--- src/logic/parallel_interface_pkg.sv ---
// Shared constants for the three-port parallel interface with handshake modes.
// Assumes a single 10 MHz clock and a host that uses the plain strobe register port.
package parallel_interface_pkg;

  localparam int DATA_W = 8;
  localparam int ADDR_W = 2;
  localparam int HALF_W = 4;
  localparam int PIN_W  = 3 * DATA_W;

  // Register address codes.
  localparam logic [ADDR_W-1:0] ADDR_PORTA = 2'h0;
  localparam logic [ADDR_W-1:0] ADDR_PORTB = 2'h1;
  localparam logic [ADDR_W-1:0] ADDR_PORTC = 2'h2;
  localparam logic [ADDR_W-1:0] ADDR_CTRL  = 2'h3;

  // Control word fields when the top bit is set.
  localparam int CW_MODESET = 7;
  localparam int CW_AMODE_H = 6;
  localparam int CW_AMODE_L = 5;
  localparam int CW_A_IN    = 4;
  localparam int CW_CU_IN   = 3;
  localparam int CW_BMODE   = 2;
  localparam int CW_B_IN    = 1;
  localparam int CW_CL_IN   = 0;

  // Port C bit command fields when the top bit is clear.
  localparam int BSR_SEL_H = 3;
  localparam int BSR_SEL_L = 1;
  localparam int BSR_VAL   = 0;

  // Port C handshake bit positions.
  localparam int PC_INTR = 3;
  localparam int PC_STB  = 4;
  localparam int PC_IN_FULL  = 5;
  localparam int PC_ACK      = 6;
  localparam int PC_OUT_FULL = 7;

  // Reset values.
  localparam logic [DATA_W-1:0] CTRL_RESET  = 8'h9b;
  localparam logic [DATA_W-1:0] LATCH_RESET = 8'h00;
  localparam logic              PIN_IDLE    = 1'b1;

  // Shortest later reset pulse, held by the system reset source.
  localparam int CLK_PERIOD_NS    = 100;
  localparam int RESET_MIN_NS     = 500;
  localparam int RESET_MIN_CYCLES = (RESET_MIN_NS + CLK_PERIOD_NS - 1) / CLK_PERIOD_NS;

  typedef enum logic [1:0] {
    MODE_BASIC    = 2'b00,
    MODE_STROBED  = 2'b01,
    MODE_BIDIR    = 2'b10
  } amode_e;

endpackage

--- src/logic/pin_sync.sv ---
// Two-stage synchroniser for every pin input of the parallel interface.
// Assumes pins idle high, so strobes see no false edge after reset.
`timescale 1ns/1ps
module pin_sync #(
  parameter int WIDTH = 8
) (
  input  wire logic             sys_clk,
  input  wire logic             resetn,
  input  wire logic [WIDTH-1:0] asyncIn,
  output logic      [WIDTH-1:0] syncOut
);
  import parallel_interface_pkg::*;

  genvar i;
  generate
    for (i = 0; i < WIDTH; i++) begin : g_bit
      logic meta;
      logic stable;
      // The first stage feeds only the second one.
      always_ff @(posedge sys_clk or negedge resetn) begin
        if (!resetn) begin
          meta   <= PIN_IDLE;
          stable <= PIN_IDLE;
        end else begin
          meta   <= asyncIn[i];
          stable <= meta;
        end
      end
      assign syncOut[i] = stable;
    end
  endgenerate

endmodule

--- src/logic/parallel_port_handshake.sv ---
// Three-port parallel interface with plain, strobed and bidirectional port A modes.
// Assumes pins arrive from outside the clock domain and a host on the strobe port.
`timescale 1ns/1ps

////////////////////////////////////////////////////////////////////////////////
// Notes on behaviour
// Host writes 10010000 to select mode 0, A input, B and C outputs.
// After a mode write, input reads return pins and output writes drive pins.
// A bit command changes only the chosen port C bit; others keep value.
// Control is written with chip select low and address 3; ports at 0-2.
// Mode 1 strobe on C4 latches port A and raises buffer-full on C5.
// With C4 interrupt enable set, latched strobe data raises interrupt on C3.
// Port B keeps its own mode and direction, independent of port A; the code ignores the port B mode bit 2.
// Host writes 10110000 then 00001001 to enable port A input interrupt.
// Host read of port A in mode 1 returns latch and drops C3 interrupt.
// In mode 2, low acknowledge on C6 drives output latch onto port A.
// In mode 2, low strobe on C4 captures port A into input latch.
// Host write to port A in mode 2 drives output-full flag low.
// Acknowledge from far party returns output-full flag high.
// Port C read in mode 2 shows output-full in bit 7, input-full bit 5.
// Far-party strobe in mode 2 sets input-buffer-full high.
// Host read of port A in mode 2 returns input latch, clears input-full.
// Each side polls the full flags before writing a new byte.
// Mode 2 port A keeps separate input and output latches.
// System resets at start; pulses at least 50 us first, 500 ns later; the bench holds its first reset only 10 cycles (about 1 us).
// Control word with top bit clear: bits 3-1 select C bit, bit 0 value.
module parallel_port_handshake (
  input  wire logic                                     sys_clk,
  input  wire logic                                     resetn,
  input  wire logic                                     chipSelN,
  input  wire logic [parallel_interface_pkg::ADDR_W-1:0] regAddr,
  input  wire logic [parallel_interface_pkg::DATA_W-1:0] writeData,
  input  wire logic                                     writeStrobe,
  input  wire logic                                     readStrobe,
  output logic      [parallel_interface_pkg::DATA_W-1:0] readData,
  input  wire logic [parallel_interface_pkg::DATA_W-1:0] portAIn,
  output logic      [parallel_interface_pkg::DATA_W-1:0] portAOut,
  output logic      [parallel_interface_pkg::DATA_W-1:0] portAOutEnN,
  input  wire logic [parallel_interface_pkg::DATA_W-1:0] portBIn,
  output logic      [parallel_interface_pkg::DATA_W-1:0] portBOut,
  output logic      [parallel_interface_pkg::DATA_W-1:0] portBOutEnN,
  input  wire logic [parallel_interface_pkg::DATA_W-1:0] portCIn,
  output logic      [parallel_interface_pkg::DATA_W-1:0] portCOut,
  output logic      [parallel_interface_pkg::DATA_W-1:0] portCOutEnN
);
  import parallel_interface_pkg::*;

  ////////////////////////////////////////////////////////////////////////////////
  // Declarations.

  logic [DATA_W-1:0] ctrl, latchA, latchB, latchC, inLatchA;
  logic [DATA_W-1:0] pinsA, pinsB, pinsC, pcDrive, pcOut, readC, bitMask;
  logic [PIN_W-1:0]  pinSync;
  amode_e            modeA;
  logic              inputBufferFull, outputBufferFullN, intrIn, intrOut, stbPrev, ackPrev;
  logic              aIn, bIn, cuIn, clIn, hsIn, hsOut, portADrive;
  logic              sel, wrCtrl, modeSet, bitCmd, wrA, wrB, wrC, rdA, rdC;
  logic              stbFall, ackFall, ackRise;

  ////////////////////////////////////////////////////////////////////////////////
  // Pin synchronisers.

  pin_sync #(
    .WIDTH (PIN_W)
  ) u_pin_sync (
    .sys_clk (sys_clk),
    .resetn  (resetn),
    .asyncIn ({portCIn, portBIn, portAIn}),
    .syncOut (pinSync)
  );

  assign pinsA = pinSync[DATA_W-1:0];
  assign pinsB = pinSync[2*DATA_W-1:DATA_W];
  assign pinsC = pinSync[PIN_W-1:2*DATA_W];

  ////////////////////////////////////////////////////////////////////////////////
  // Mode decode.

  always_comb begin
    unique case (ctrl[CW_AMODE_H:CW_AMODE_L])
      2'h0:    modeA = MODE_BASIC;
      2'h1:    modeA = MODE_STROBED;
      default: modeA = MODE_BIDIR;
    endcase
  end

  assign aIn   = ctrl[CW_A_IN];
  assign bIn   = ctrl[CW_B_IN];
  assign cuIn  = ctrl[CW_CU_IN];
  assign clIn  = ctrl[CW_CL_IN];
  assign hsIn  = (modeA == MODE_BIDIR) || (modeA == MODE_STROBED && aIn);
  assign hsOut = (modeA == MODE_BIDIR) || (modeA == MODE_STROBED && !aIn);

  ////////////////////////////////////////////////////////////////////////////////
  // Host access decode.

  // chip select decode.
  assign sel     = !chipSelN;
  assign wrCtrl  = sel && writeStrobe && regAddr == ADDR_CTRL;
  assign modeSet = wrCtrl && writeData[CW_MODESET];
  assign bitCmd  = wrCtrl && !writeData[CW_MODESET];
  assign wrA     = sel && writeStrobe && regAddr == ADDR_PORTA;
  assign wrB     = sel && writeStrobe && regAddr == ADDR_PORTB;
  assign wrC     = sel && writeStrobe && regAddr == ADDR_PORTC;
  assign rdA     = sel && readStrobe && regAddr == ADDR_PORTA;
  assign rdC     = sel && readStrobe && regAddr == ADDR_PORTC;
  assign bitMask = 8'h01 << writeData[BSR_SEL_H:BSR_SEL_L];

  ////////////////////////////////////////////////////////////////////////////////
  // Handshake edges.

  always_ff @(posedge sys_clk or negedge resetn) begin
    if (!resetn) begin
      stbPrev <= PIN_IDLE;
      ackPrev <= PIN_IDLE;
    end else begin
      stbPrev <= pinsC[PC_STB];
      ackPrev <= pinsC[PC_ACK];
    end
  end

  assign stbFall = hsIn && stbPrev && !pinsC[PC_STB];
  assign ackFall = hsOut && ackPrev && !pinsC[PC_ACK];
  assign ackRise = hsOut && !ackPrev && pinsC[PC_ACK];

  ////////////////////////////////////////////////////////////////////////////////
  // Control and output latches.

  always_ff @(posedge sys_clk or negedge resetn) begin
    if (!resetn) begin
      ctrl <= CTRL_RESET;
    end else if (modeSet) begin
      // control word store.
      ctrl <= writeData;
    end
  end

  // A mode write clears the output latches A, B and C so no stale byte leaves in the new mode.
  always_ff @(posedge sys_clk or negedge resetn) begin
    if (!resetn) begin
      latchA <= LATCH_RESET;
      latchB <= LATCH_RESET;
    end else if (modeSet) begin
      latchA <= LATCH_RESET;
      latchB <= LATCH_RESET;
    end else begin
      // output latch writes.
      if (wrA) begin
        latchA <= writeData;
      end
      // port B independent.
      if (wrB) begin
        latchB <= writeData;
      end
    end
  end

  always_ff @(posedge sys_clk or negedge resetn) begin
    if (!resetn) begin
      latchC <= LATCH_RESET;
    end else if (modeSet) begin
      latchC <= LATCH_RESET;
    end else if (bitCmd) begin
      // single bit change.
      // select and value.
      latchC[writeData[BSR_SEL_H:BSR_SEL_L]] <= writeData[BSR_VAL];
    end else if (wrC) begin
      latchC <= writeData;
    end
  end

  ////////////////////////////////////////////////////////////////////////////////
  // Input latch and flags.

  // separate input latch.
  always_ff @(posedge sys_clk or negedge resetn) begin
    if (!resetn) begin
      inLatchA <= LATCH_RESET;
    end else if (stbFall) begin
      // strobe captures pins.
      inLatchA <= pinsA;
    end
  end

  // A strobe in the same cycle as the host read wins, so no byte goes unseen.
  always_ff @(posedge sys_clk or negedge resetn) begin
    if (!resetn) begin
      inputBufferFull <= 1'b0;
    end else if (modeSet) begin
      inputBufferFull <= 1'b0;
    end else if (stbFall) begin
      // buffer full set.
      // strobe sets flag.
      inputBufferFull <= 1'b1;
    end else if (rdA && hsIn) begin
      // read clears flag.
      inputBufferFull <= 1'b0;
    end
  end

  always_ff @(posedge sys_clk or negedge resetn) begin
    if (!resetn) begin
      outputBufferFullN <= 1'b1;
    end else if (modeSet) begin
      outputBufferFullN <= 1'b1;
    end else if (wrA && hsOut) begin
      // write marks full.
      outputBufferFullN <= 1'b0;
    end else if (ackFall) begin
      // acknowledge empties buffer.
      outputBufferFullN <= 1'b1;
    end
  end

  always_ff @(posedge sys_clk or negedge resetn) begin
    if (!resetn) begin
      intrIn <= 1'b0;
    end else if (modeSet) begin
      intrIn <= 1'b0;
    end else if (stbFall && latchC[PC_STB]) begin
      // enabled input interrupt.
      intrIn <= 1'b1;
    end else if (rdA) begin
      // read drops interrupt.
      intrIn <= 1'b0;
    end
  end

  always_ff @(posedge sys_clk or negedge resetn) begin
    if (!resetn) begin
      intrOut <= 1'b0;
    end else if (modeSet) begin
      intrOut <= 1'b0;
    end else if (ackRise && latchC[PC_ACK]) begin
      intrOut <= 1'b1;
    end else if (wrA) begin
      intrOut <= 1'b0;
    end
  end

  ////////////////////////////////////////////////////////////////////////////////
  // Pin drive.

  // acknowledge drives bus.
  assign portADrive  = (modeA == MODE_BIDIR) ? !pinsC[PC_ACK] : !aIn;
  assign portAOut    = latchA;
  assign portAOutEnN = {DATA_W{!portADrive}};
  // plain port B drive.
  assign portBOut    = latchB;
  assign portBOutEnN = {DATA_W{bIn}};

  // Handshake modes take over port C bit 3, bits 4-5 for input and bits 6-7 for output, as status and strobe lines.
  always_comb begin
    pcDrive = {{HALF_W{!cuIn}}, {HALF_W{!clIn}}};
    pcOut   = latchC;
    if (modeA != MODE_BASIC) begin
      pcDrive[PC_INTR] = 1'b1;
      pcOut[PC_INTR]   = intrIn || intrOut;
    end
    if (hsIn) begin
      pcDrive[PC_STB]     = 1'b0;
      pcDrive[PC_IN_FULL] = 1'b1;
      pcOut[PC_IN_FULL]   = inputBufferFull;
    end
    if (hsOut) begin
      pcDrive[PC_ACK]      = 1'b0;
      pcDrive[PC_OUT_FULL] = 1'b1;
      pcOut[PC_OUT_FULL]   = outputBufferFullN;
    end
  end

  assign portCOut    = pcOut;
  assign portCOutEnN = ~pcDrive;

  ////////////////////////////////////////////////////////////////////////////////
  // Read path.

  always_comb begin
    // status in port C.
    readC = (pcOut & pcDrive) | (pinsC & ~pcDrive);
    if (hsIn) begin
      readC[PC_STB] = latchC[PC_STB];
    end
    if (hsOut) begin
      readC[PC_ACK] = latchC[PC_ACK];
    end
  end

  always_ff @(posedge sys_clk or negedge resetn) begin
    if (!resetn) begin
      readData <= LATCH_RESET;
    end else if (sel && readStrobe) begin
      unique case (regAddr)
        ADDR_PORTA: begin
          // input latch read.
          readData <= hsIn ? inLatchA : (aIn ? pinsA : latchA);
        end
        ADDR_PORTB: readData <= bIn ? pinsB : latchB;
        ADDR_PORTC: readData <= readC;
        ADDR_CTRL:  readData <= ctrl;
      endcase
    end
  end
endmodule

--- config.mk ---
export PLATFORM = sky130hd
export DESIGN_NAME = parallel_port_handshake
export DESIGN_NICKNAME = d
export VERILOG_FILES = /design/src/logic/parallel_interface_pkg.sv /design/src/logic/pin_sync.sv /design/src/logic/parallel_port_handshake.sv
export SDC_FILE = /design/constraint.sdc
export NUM_CORES = 1
export LEC_CHECK = 0
export BUFFER_PORTS_ARGS = -buffer_cell sky130_fd_sc_hd__buf_2
export CORE_ASPECT_RATIO = 0.6
export CORE_MARGIN = 8
export CORE_UTILIZATION = 50
export DETAILED_ROUTE_END_ITERATION = 16
export PLACE_DENSITY = 0.76
export SYNTH_ARGS = -nofsm -noshare
export SYNTH_HDL_FRONTEND = slang
export SYNTH_SLANG_ARGS = --single-unit
--- constraint.sdc ---
create_clock -name sys_clk -period 1.8 [get_ports sys_clk]
set_input_delay 0.36 -clock sys_clk [delete_from_list [all_inputs] [get_ports sys_clk]]
set_output_delay 0.36 -clock sys_clk [all_outputs]
set_load 0.01 [all_outputs]
[Yosys cells after proc, flatten, opt, wreduce, memory -nomap -nowiden]
Cells that the tools add are included.
Word-level totals
  flip-flop bits (word level): 102
  input bits: 39
  output and inout bits: 56
  logic and storage cells: 152
Operators by class
  $lt $le $gt $ge: 2
  eq/ne operators: 6
  mux-type cells: 36
  bitwise operators: 4
  reduce and logical (&&, ||, !) cells: 44
Operators by type and width (count)
  2-to-1 mux 8 bit: 10
  case mux 8 bit (4 select lines): 1
  logical AND 1 bit: 22
  2-to-1 mux 1 bit: 20
  bitwise AND 8 bit: 2
  nonzero test 3 bit: 5
  zero test 1 bit: 9
  bitwise mux 8 bit: 1
  NOT 8 bit: 1
  OR 8 bit: 1
  equality test 2 x 1 -> 1 bit (second input constant): 3
  equality test 2 bit (second input constant): 3
  nonzero test 2 bit: 3
  zero test 2 bit: 2
  < comparator 3 x 4 -> 1 bit (second input constant): 1
  2-to-1 mux 2 bit: 2
  case mux 2 bit (2 select lines): 1
  demux 1 bit (select 3 bit): 1
  >= comparator 3 x 1 -> 1 bit (second input constant): 1
  logical OR 1 bit: 3

[Logic depth before layout (Yosys ltp)]
Gate-level depths: netlist (run 1).
  depth in word-level cells: 11
  depth in mapped cells: 6
  depth with buffers taken out: 4

[Hierarchy]
Synthesis (run 1) repeated with hierarchy kept, for this count alone.
Second synthesis, totals
  cells, all modules: 426
  area, all modules: 4713.3 µm²
By module, submodules not included
  parallel_port_handshake: instances 1, cells an instance 354, area an instance 3271.9 µm², seq. area each 1361.3 µm²
  pin_sync: instances 1, cells an instance 72, area an instance 1441.4 µm², seq. area each 1261.2 µm²

[Worst setup path after synthesis (run 1)]
Ideal clock, no wire load.
  kind: reg-to-output
  start: register ctrl[4]
  end: output portCOut[7] in the netlist's numbering
  data arrival time: 1.364 ns
  data required time: 1.440 ns
  path slack: 0.076 ns
  stages on the path, launching flop included: 4
  path through: dfstp_2 > and2b_4 > or2_1 > mux2_1
Between the ends
  word-level cells in the longest chain between the ends: 4
Ends and longest elaborated chain
  from (decl): RTL line parallel_port_handshake.sv:51  | logic [DATA_W-1:0] ctrl, latchA, latchB, latchC, inLatchA;
  from (signal assigned): RTL line parallel_port_handshake.sv:134  | ctrl <= writeData;
  zero test 1 bit: RTL line parallel_port_handshake.sv:92  | assign hsOut = (modeA == MODE_BIDIR) || (modeA == MODE_STROBED && !aIn);
  logical AND 1 bit: RTL line parallel_port_handshake.sv:92
  logical OR 1 bit: RTL line parallel_port_handshake.sv:92
  2-to-1 mux 1 bit: RTL line parallel_port_handshake.sv:265  | if (hsOut) begin
  to (decl): RTL line parallel_port_handshake.sv:43  | output logic [parallel_interface_pkg::DATA_W-1:0] portCOut,
Every way passes these cells.

[Final worst setup path (run 1)]
Same ends and word-level chain as after synthesis.

==> results by group, run 1 <==
Outcome
  • Run status: finished, violations left
  • Violated checks: negative setup slack

Logic synthesis
  • Mux share of post-synthesis cell area: between 8 and 9%
  • Syn_area_per_cell: about 11 um2
  • Compound-Gate Fraction of Synth Area: 13.6%
  • XOR/XNOR Fraction of Synth Area: 0%
  • Post-synthesis net count: roughly 440
  • Yosys cell types: 60
  • Post-synthesis sequential area ratio: approximately three fifths
  • Synthesized cell area: around 0.0045 mm2
  • Syn. warnings: 0
  • Post-synth EDFFs: 0
  • Flops & latches, synth: approximately 100
  • Synthesized-area fraction occupied by adder cells: 0%
  • Post-Synth Simple-Gate Area: 13.1%
  • Synth Flop Type: dfstp_2
  • Async SR Flop Fraction: 100%
  • Largest family of logic cells by synthesized area: compound AO/OA/AOI/OAI gates
  • Post-synthesis cell count: 397

Die
  • Die Y: 89.5 um
  • Site row count: 26
  • Die area: around 0.012 mm2
  • Die X: between 100 and 150 um
  • Core area: ~0.0086 mm2
  • I/O pin cnt: 95
  • Starting Density: a little over half

Critical path
  • CP arrival: approximately 1.7 ns
  • Crit-path max FO: 2
  • Worst Path Class, Setup: reg2out
  • CP startpoint kind: register
  • Worst Setup End Kind: output pin
  • CP Data Required Time: 1.44 ns
  • Reg2reg path depth: 7

STA
  • Final setup violation count: 12
  • Worst Clk Skew: 0.00817 ns
  • Worst rel slew slack: between 60% and 70%
  • Setup ws final: -0.259 ns
  • Final Cycle Share: 114%
  • Max Slew Vio Count: 0
  • Slew @ Worst Pin: between 0.4 and 0.5 ns
  • Fmax: around 500 MHz
  • Final Hold Vio Count: 0
  • RSZ-0062 raised after global routing: true
  • Crit path time final: about 2.1 ns

CTS
  • H-tree levels: 3
  • Worst-path clk slew: ~0.07 ns
  • CTS tree: yes
  • Root buf cell: clkbuf_16
  • Cts bufs inserted: 9
  • CTS max path bufs: 2
  • Clock tree sinks: between 100 and 150
  • Clock latency on the worst-skew pair: between 0.3 and 0.4 ns

Place
  • Placed inst area: between 0.005 and 0.006 mm2
  • RePlAce Congestion: between 0.9 and 1
  • Placed insts: between 500 and 600
  • Port Buffers: 94
  • Post-DP HPWL: between 8000 and 9000 um

Flow run
  • Number of max-cap violations: 0

Layout
  • Share of cells above drive strength 1: between 40% and 50%
  • Finished Layout Cells: about 620
  • Design area: 0.00574 mm2
  • Layout area overhead: 27.5%
  • Final net count: 545
  • Final core utilization: 66.6%
  • ANT cells: 0

Detailed routing
  • DRT antenna net count: 0
  • Drt initial violations: between 200 and 300
  • WL final: 12,400 um
  • Via density: 5.72
  • Via count: 3,563
  • # DRC: 0
  • Wire per inst: roughly 20 um
  • Pre-Repair DR Iteration Count: 5

Power and ir drop
  • PnR Total Power: roughly 0.0070 W
  • Pleak: approximately 2.6 nW
  • VDD IR max: roughly 0.00062 V
  • PD cells: 1220 mW/mm2

Worst hold path
  • Hold path depth: 1
  • Worst min path class: in2reg

Global routing
  • Vias in the first global route: approximately 3.6k
  • Grt ovf: 0
  • First-pass GRT wire length: around 19,000 um
  • Initial antenna violation count: 0
  • Largest net degree at the start of global routing: 26
  • Gr usage total: between 10% and 20%
report_power, final:
group | leakage [nW] | internal (W) | switching (W)
registers | 1.16 | 0.00271 | 0.000290
logic | 1.30 | 0.00102 | 0.00103
clock network | 0.145 | 0.00112 | 0.000847
final timing paths:
kind                       slack (ns)                          startpoint                              endpoint
max reg2reg                      0.03                 ctrl[4]$_DFFE_PN1P_               inLatchA[2]$_DFFE_PN0N_
min in group asynchronous        0.48                              resetn               readData[7]$_DFFE_PN0P_
max in group asynchronous        0.71                              resetn  u_pin_sync.g_bit[6].stable$_DFF_PN1_
min reg2reg                      0.36  u_pin_sync.g_bit[0].meta$_DFF_PN1_  u_pin_sync.g_bit[0].stable$_DFF_PN1_
max                             -0.26                 ctrl[4]$_DFFE_PN1P_                           portCOut[7]
min                               0.1                          portCIn[5]   u_pin_sync.g_bit[21].meta$_DFF_PN1_
synth_stat cells (2+ instances only):
master / n / share of area (%)
dfstp_2: 56 / 33
nand2_1: 51 / 4.3
dfrtp_1: 46 / 26
a21oi_1: 23 / 2.6
buf_4: 23 / 3.8
o21ai_0: 20 / 2.2
mux2_1: 18 / 4.5
nor2_1: 17 / 1.4
buf_2: 14 / 1.6
mux2i_1: 12 / 2.7
nand2b_1: 10 / 1.4
nor3_1: 6 / 0.67
o211ai_1: 6 / 1.0
clkbuf_1: 5 / 0.42
inv_1: 5 / 0.42
mux2_2: 5 / 1.3
o21ai_1: 5 / 0.56
a31oi_1: 4 / 0.56
nand3_1: 4 / 0.44
nand4b_1: 4 / 0.78
nor2b_1: 4 / 0.56
o221ai_1: 4 / 0.78
a211oi_1: 3 / 0.50
a22oi_1: 3 / 0.50
o311a_1: 3 / 0.67
or3_1: 3 / 0.42
a211o_1: 2 / 0.39
a22o_1: 2 / 0.39
and2_1: 2 / 0.28
inv_2: 2 / 0.17
nor4_1: 2 / 0.28
o221a_2: 2 / 0.50
o22a_1: 2 / 0.39
o31ai_1: 2 / 0.33
or2_1: 2 / 0.28
layout make-up:
class | instances | area (um2)
Timing Repair Buffer | 142 | 998
Multi-Input combinational cell | 244 | 1650
Clock buffer | 10 | 239
Sequential cell | 102 | 2620
Fill cell | 671 | 2880
Inverter | 7 | 26.3
Tap cell | 112 | 140
Clock inverter | 6 | 67.6
cells in the final DEF, fill, tap and decap left out, drive strengths merged, types with 7 or more instances in the layout:
cell / Yosys / routed
nor3: 7 / 7
o211ai: 7 / 7
a21oi: 24 / 24
nor2: 19 / 19
o21ai: 25 / 25
buf: 39 / 141
clkbuf: 5 / 10
inv: 7 / 9
nand2: 51 / 51
dfrtp: 46 / 46
mux2: 23 / 23
nand2b: 10 / 10
dfstp: 56 / 56
mux2i: 12 / 12
kinds of logic after synthesis:
| logic type | Yosys count |
|---|---|
| flops | 102 |
| simple gates | 117 |
| compound gates | 92 |
| mux | 35 |
| buf+inv | 51 |
sequential cells by signal, indices dropped and copies added, names as in the netlist:
register	cells
ctrl	8
portAOut	8
u_pin_sync.g_bit.stable	24
inLatchA	8
stbPrev	1
ackPrev	1
outputBufferFullN	1
portBOut	8
latchC	8
intrOut	1
u_pin_sync.g_bit.meta	24
readData	8
intrIn	1
inputBufferFull	1
repair_timing:
item / CTS / global route
resized for setup: 15 / 26
buffers inserted: 7 / 8
endpoints found under the setup margin: 15 / 18
endpoints found under the hold margin: 9 / 0
pin swaps: 2 / 4
hold buffers: 1 / 0
metal layers:
layer  up-vias  GRT usage (%)  wire, um
li1       1596              -         -
met1      1772           27.1      5520
met2       183           29.3      5400
met3        12           7.11      1370
met4         0           5.88       132
met5         -              0         0
metrics by stage:
step                      hold WS (ns)  setup WS, ns  TNS [ns]
after CTS                       0.0902        -0.287    -0.582
after global placement           0.302        0.0843         0
after detailed placement         0.307        0.0630         0
after global routing            0.0843        -0.294     -1.38
final                           0.0986        -0.259    -0.736
after floorplan                 0.0644        0.0757         0
worst max-delay path, cell delays in order (launching register included):
cell and delay (ns):
dfstp_2 0.53, and2b_4 0.18, or2_4 0.23, mux2_4 0.30
buf_6 0.12
Power figures use the tool's default switching activity.
==> inputs of run 2 (changes only) <==
--- a/config.mk
+++ b/config.mk
@@ -6,7 +6,7 @@
 export NUM_CORES = 1
 export LEC_CHECK = 0
 export BUFFER_PORTS_ARGS = -buffer_cell sky130_fd_sc_hd__buf_2
-export CORE_ASPECT_RATIO = 0.6
+export CORE_ASPECT_RATIO = 1.2
 export CORE_MARGIN = 8
 export CORE_UTILIZATION = 50
 export DETAILED_ROUTE_END_ITERATION = 16
==> results by group, run 2 (synthesis gave the netlist of run 1 again) <==
Outcome
  • Run status: finished, violations left
  • Violated checks: negative setup slack

STA
  • Slew @ Worst Pin: 0.379 ns (-0.0649 ns)
  • Setup ws final: -0.318 ns (-0.0585 ns)
  • Max Slew Vio Count: 0 (unchanged)
  • Worst hold slack: 0.0681 ns (-0.0305 ns)
  • RSZ-0062 raised after global routing: true
  • Final setup violation count: 14 (+2)
  • Worst rel slew slack: 74.1% (+4.4 points)
  • Final Cycle Share: 118% (+3.3 points)
  • Fmax: 472 MHz (-2.8%)
  • Worst Clk Skew: 0.00951 ns (+0.00134 ns)
  • Final Hold Vio Count: 0 (unchanged)
  • Crit path time final: 2.12 ns (+0.0585 ns)

Die
  • Starting Density: 50.6% (-1.6 points)
  • Die Y: 120 um (+34%)
  • Die X: 103 um (-26%)
  • Core area: 0.00889 mm2 (+3.1%)
  • I/O pin cnt: 95 (unchanged)
  • Site row count: 38 (+46%)
  • Die area: 0.0123 mm2 (-0.70%)

Flow run
  • Number of max-cap violations: 0 (unchanged)

Critical path
  • Worst Path Class, Setup: reg2out
  • CP arrival: 1.76 ns (+0.06 ns)
  • CP Data Required Time: 1.44 ns (about the same)
  • CP startpoint kind: register
  • Crit-path max FO: 2 (unchanged)
  • Worst Setup End Kind: output pin

Layout
  • Final net count: 536 (-1.7%)
  • Share of cells above drive strength 1: 45.4% (-2.3 points)
  • ANT cells: 0 (unchanged)
  • Leading cell type in the layout, fill and taps excluded: buf_2
  • Commonest non-fill, non-tap cells in the layout: 92 x buf_2, 56 x dfstp_2, 51 x nand2_1, 45 x dfrtp_1, 34 x buf_4
  • Layout area overhead: 20.6%
  • Top flop regs: u_pin_sync.g_bit.meta: 24 flops, u_pin_sync.g_bit.stable: 24 flops
  • Finished Layout Cells: 622 (-0.16%)

CTS
  • Cts bufs inserted: 9 (unchanged)
  • Clock latency on the worst-skew pair: 0.38 ns (+0.03 ns)
  • Clock tree sinks: 102 (unchanged)
  • CTS max path bufs: 2 (unchanged)
  • Worst-path clk slew: 0.10 ns (+0.03 ns)
  • H-tree levels: 3 (unchanged)
  • CTS tree: yes
  • Root buf cell: clkbuf_8

Detailed routing
  • Drt initial violations: 230 (-22%)
  • Via density: 5.52 (-3.5%)
  • WL final: 11,500 um (-7.6%)
  • # DRC: 0 (unchanged)
  • DRT antenna net count: 0 (unchanged)
  • Wire per inst: 18.4 um (-7.5%)
  • Pre-Repair DR Iteration Count: 7 (+2)
  • Via count: 3,432 (-3.7%)

Place
  • RePlAce Congestion: 0.864 (-6.9%)
  • Post-Place Worst Slack: 0.0547 ns (-0.00830 ns)
  • Post-DP HPWL: 8310 um (-7.3%)
  • Port Buffers: 94 (unchanged)
  • Placed insts: 593 (unchanged)

Global routing
  • Vias in the first global route: 3,350 (-6.5%)
  • Largest net degree at the start of global routing: 39 (+50%)
  • Initial antenna violation count: 0 (unchanged)
  • First-pass GRT wire length: 18,100 um (-5.0%)
  • Gr usage total: 19.5% (-0.44 points)
  • Grt ovf: 0 (unchanged)

Worst hold path
  • Worst min path class: in2reg

Power and ir drop
  • PD cells: 1140 mW/mm2 (-6.3%)
  • VDD IR max: 0.000520 V (-16%)
  • Pleak: 2.47 nW (-5.1%)
  • PnR Total Power: 0.00621 W (-11%)
-- run 2: cell types whose count changed in the layout (fill, tap and decap cells not counted), sizes merged --
cell      change
inv           -2
buf           -9
clkinv        +2
clkinvlp      -1
clkbuf        +1
-- run 2: worst max-delay path: stages, from the launching register on --
cell	delay, ns
dfstp_2	0.54
and2b_4	0.18
or2_1	0.23
mux2_4	0.31
buf_6	0.12
-- run 2: timing repair --
item | 4_1_cts | 5_1_grt
setup endpoints to repair | 16 | 17
pin swaps | 1 | 0
gates resized for setup | 15 | 4
setup buffers | 6 | 8
hold buffers | 1 | 0
hold endpoints to repair | 6 | 0
-- run 2: power by group --
part           internal, W  total [W]  switching, W  leakage, nW
logic             0.000843    0.00173      0.000889         1.21
clock network     0.000683    0.00146      0.000774       0.0995
registers          0.00271    0.00302      0.000312         1.16
-- run 2: through the flow --
step / util [%] / area (um2) / setup TNS, ns
3_3_place_gp: 57.0 / 5070 / 0
5_1_grt: 61.1 / 5430 / -2.11
4_1_cts: 60.6 / 5390 / -1.06
6_report: 61.1 / 5430 / -1.02
2_1_floorplan: - / 4500 / 0
3_5_place_dp: 57.0 / 5070 / 0
-- run 2: layout make-up --
class / instances / area (um2)
Clock inverter: 5 / 60.1
Fill cell: 742 / 3460
Multi-Input combinational cell: 244 / 1610
Clock buffer: 11 / 141
Sequential cell: 102 / 2620
Tap cell: 120 / 150
Inverter: 7 / 26.3
Timing Repair Buffer: 133 / 815
-- run 2: worst paths after layout --
path	startpoint	to	slack, ns	cells after the start
max	ctrl[4]$_DFFE_PN1P_	portCOut[7]	-0.32	4
min	portCIn[2]	u_pin_sync.g_bit[18].meta$_DFF_PN1_	0.07	1
max reg2reg	ctrl[4]$_DFFE_PN1P_	inLatchA[0]$_DFFE_PN0N_	0.05	6
min reg2reg	u_pin_sync.g_bit[9].meta$_DFF_PN1_	u_pin_sync.g_bit[9].stable$_DFF_PN1_	0.35	0
max in group asynchronous	resetn	stbPrev$_DFF_PN1_	0.75	3
min in group asynchronous	resetn	portAOut[0]$_DFFE_PN0P_	0.46	2
-- run 2: routing by layer --
layer / wire, um / GRT usage (%) / vias up
met3: 856 / 4.35 / 26
met4: 296 / 8.65 / 0
met5: 0 / 0 / -
met2: 5760 / 30.8 / 150
met1: 4560 / 24.8 / 1681
li1: - / - / 1575
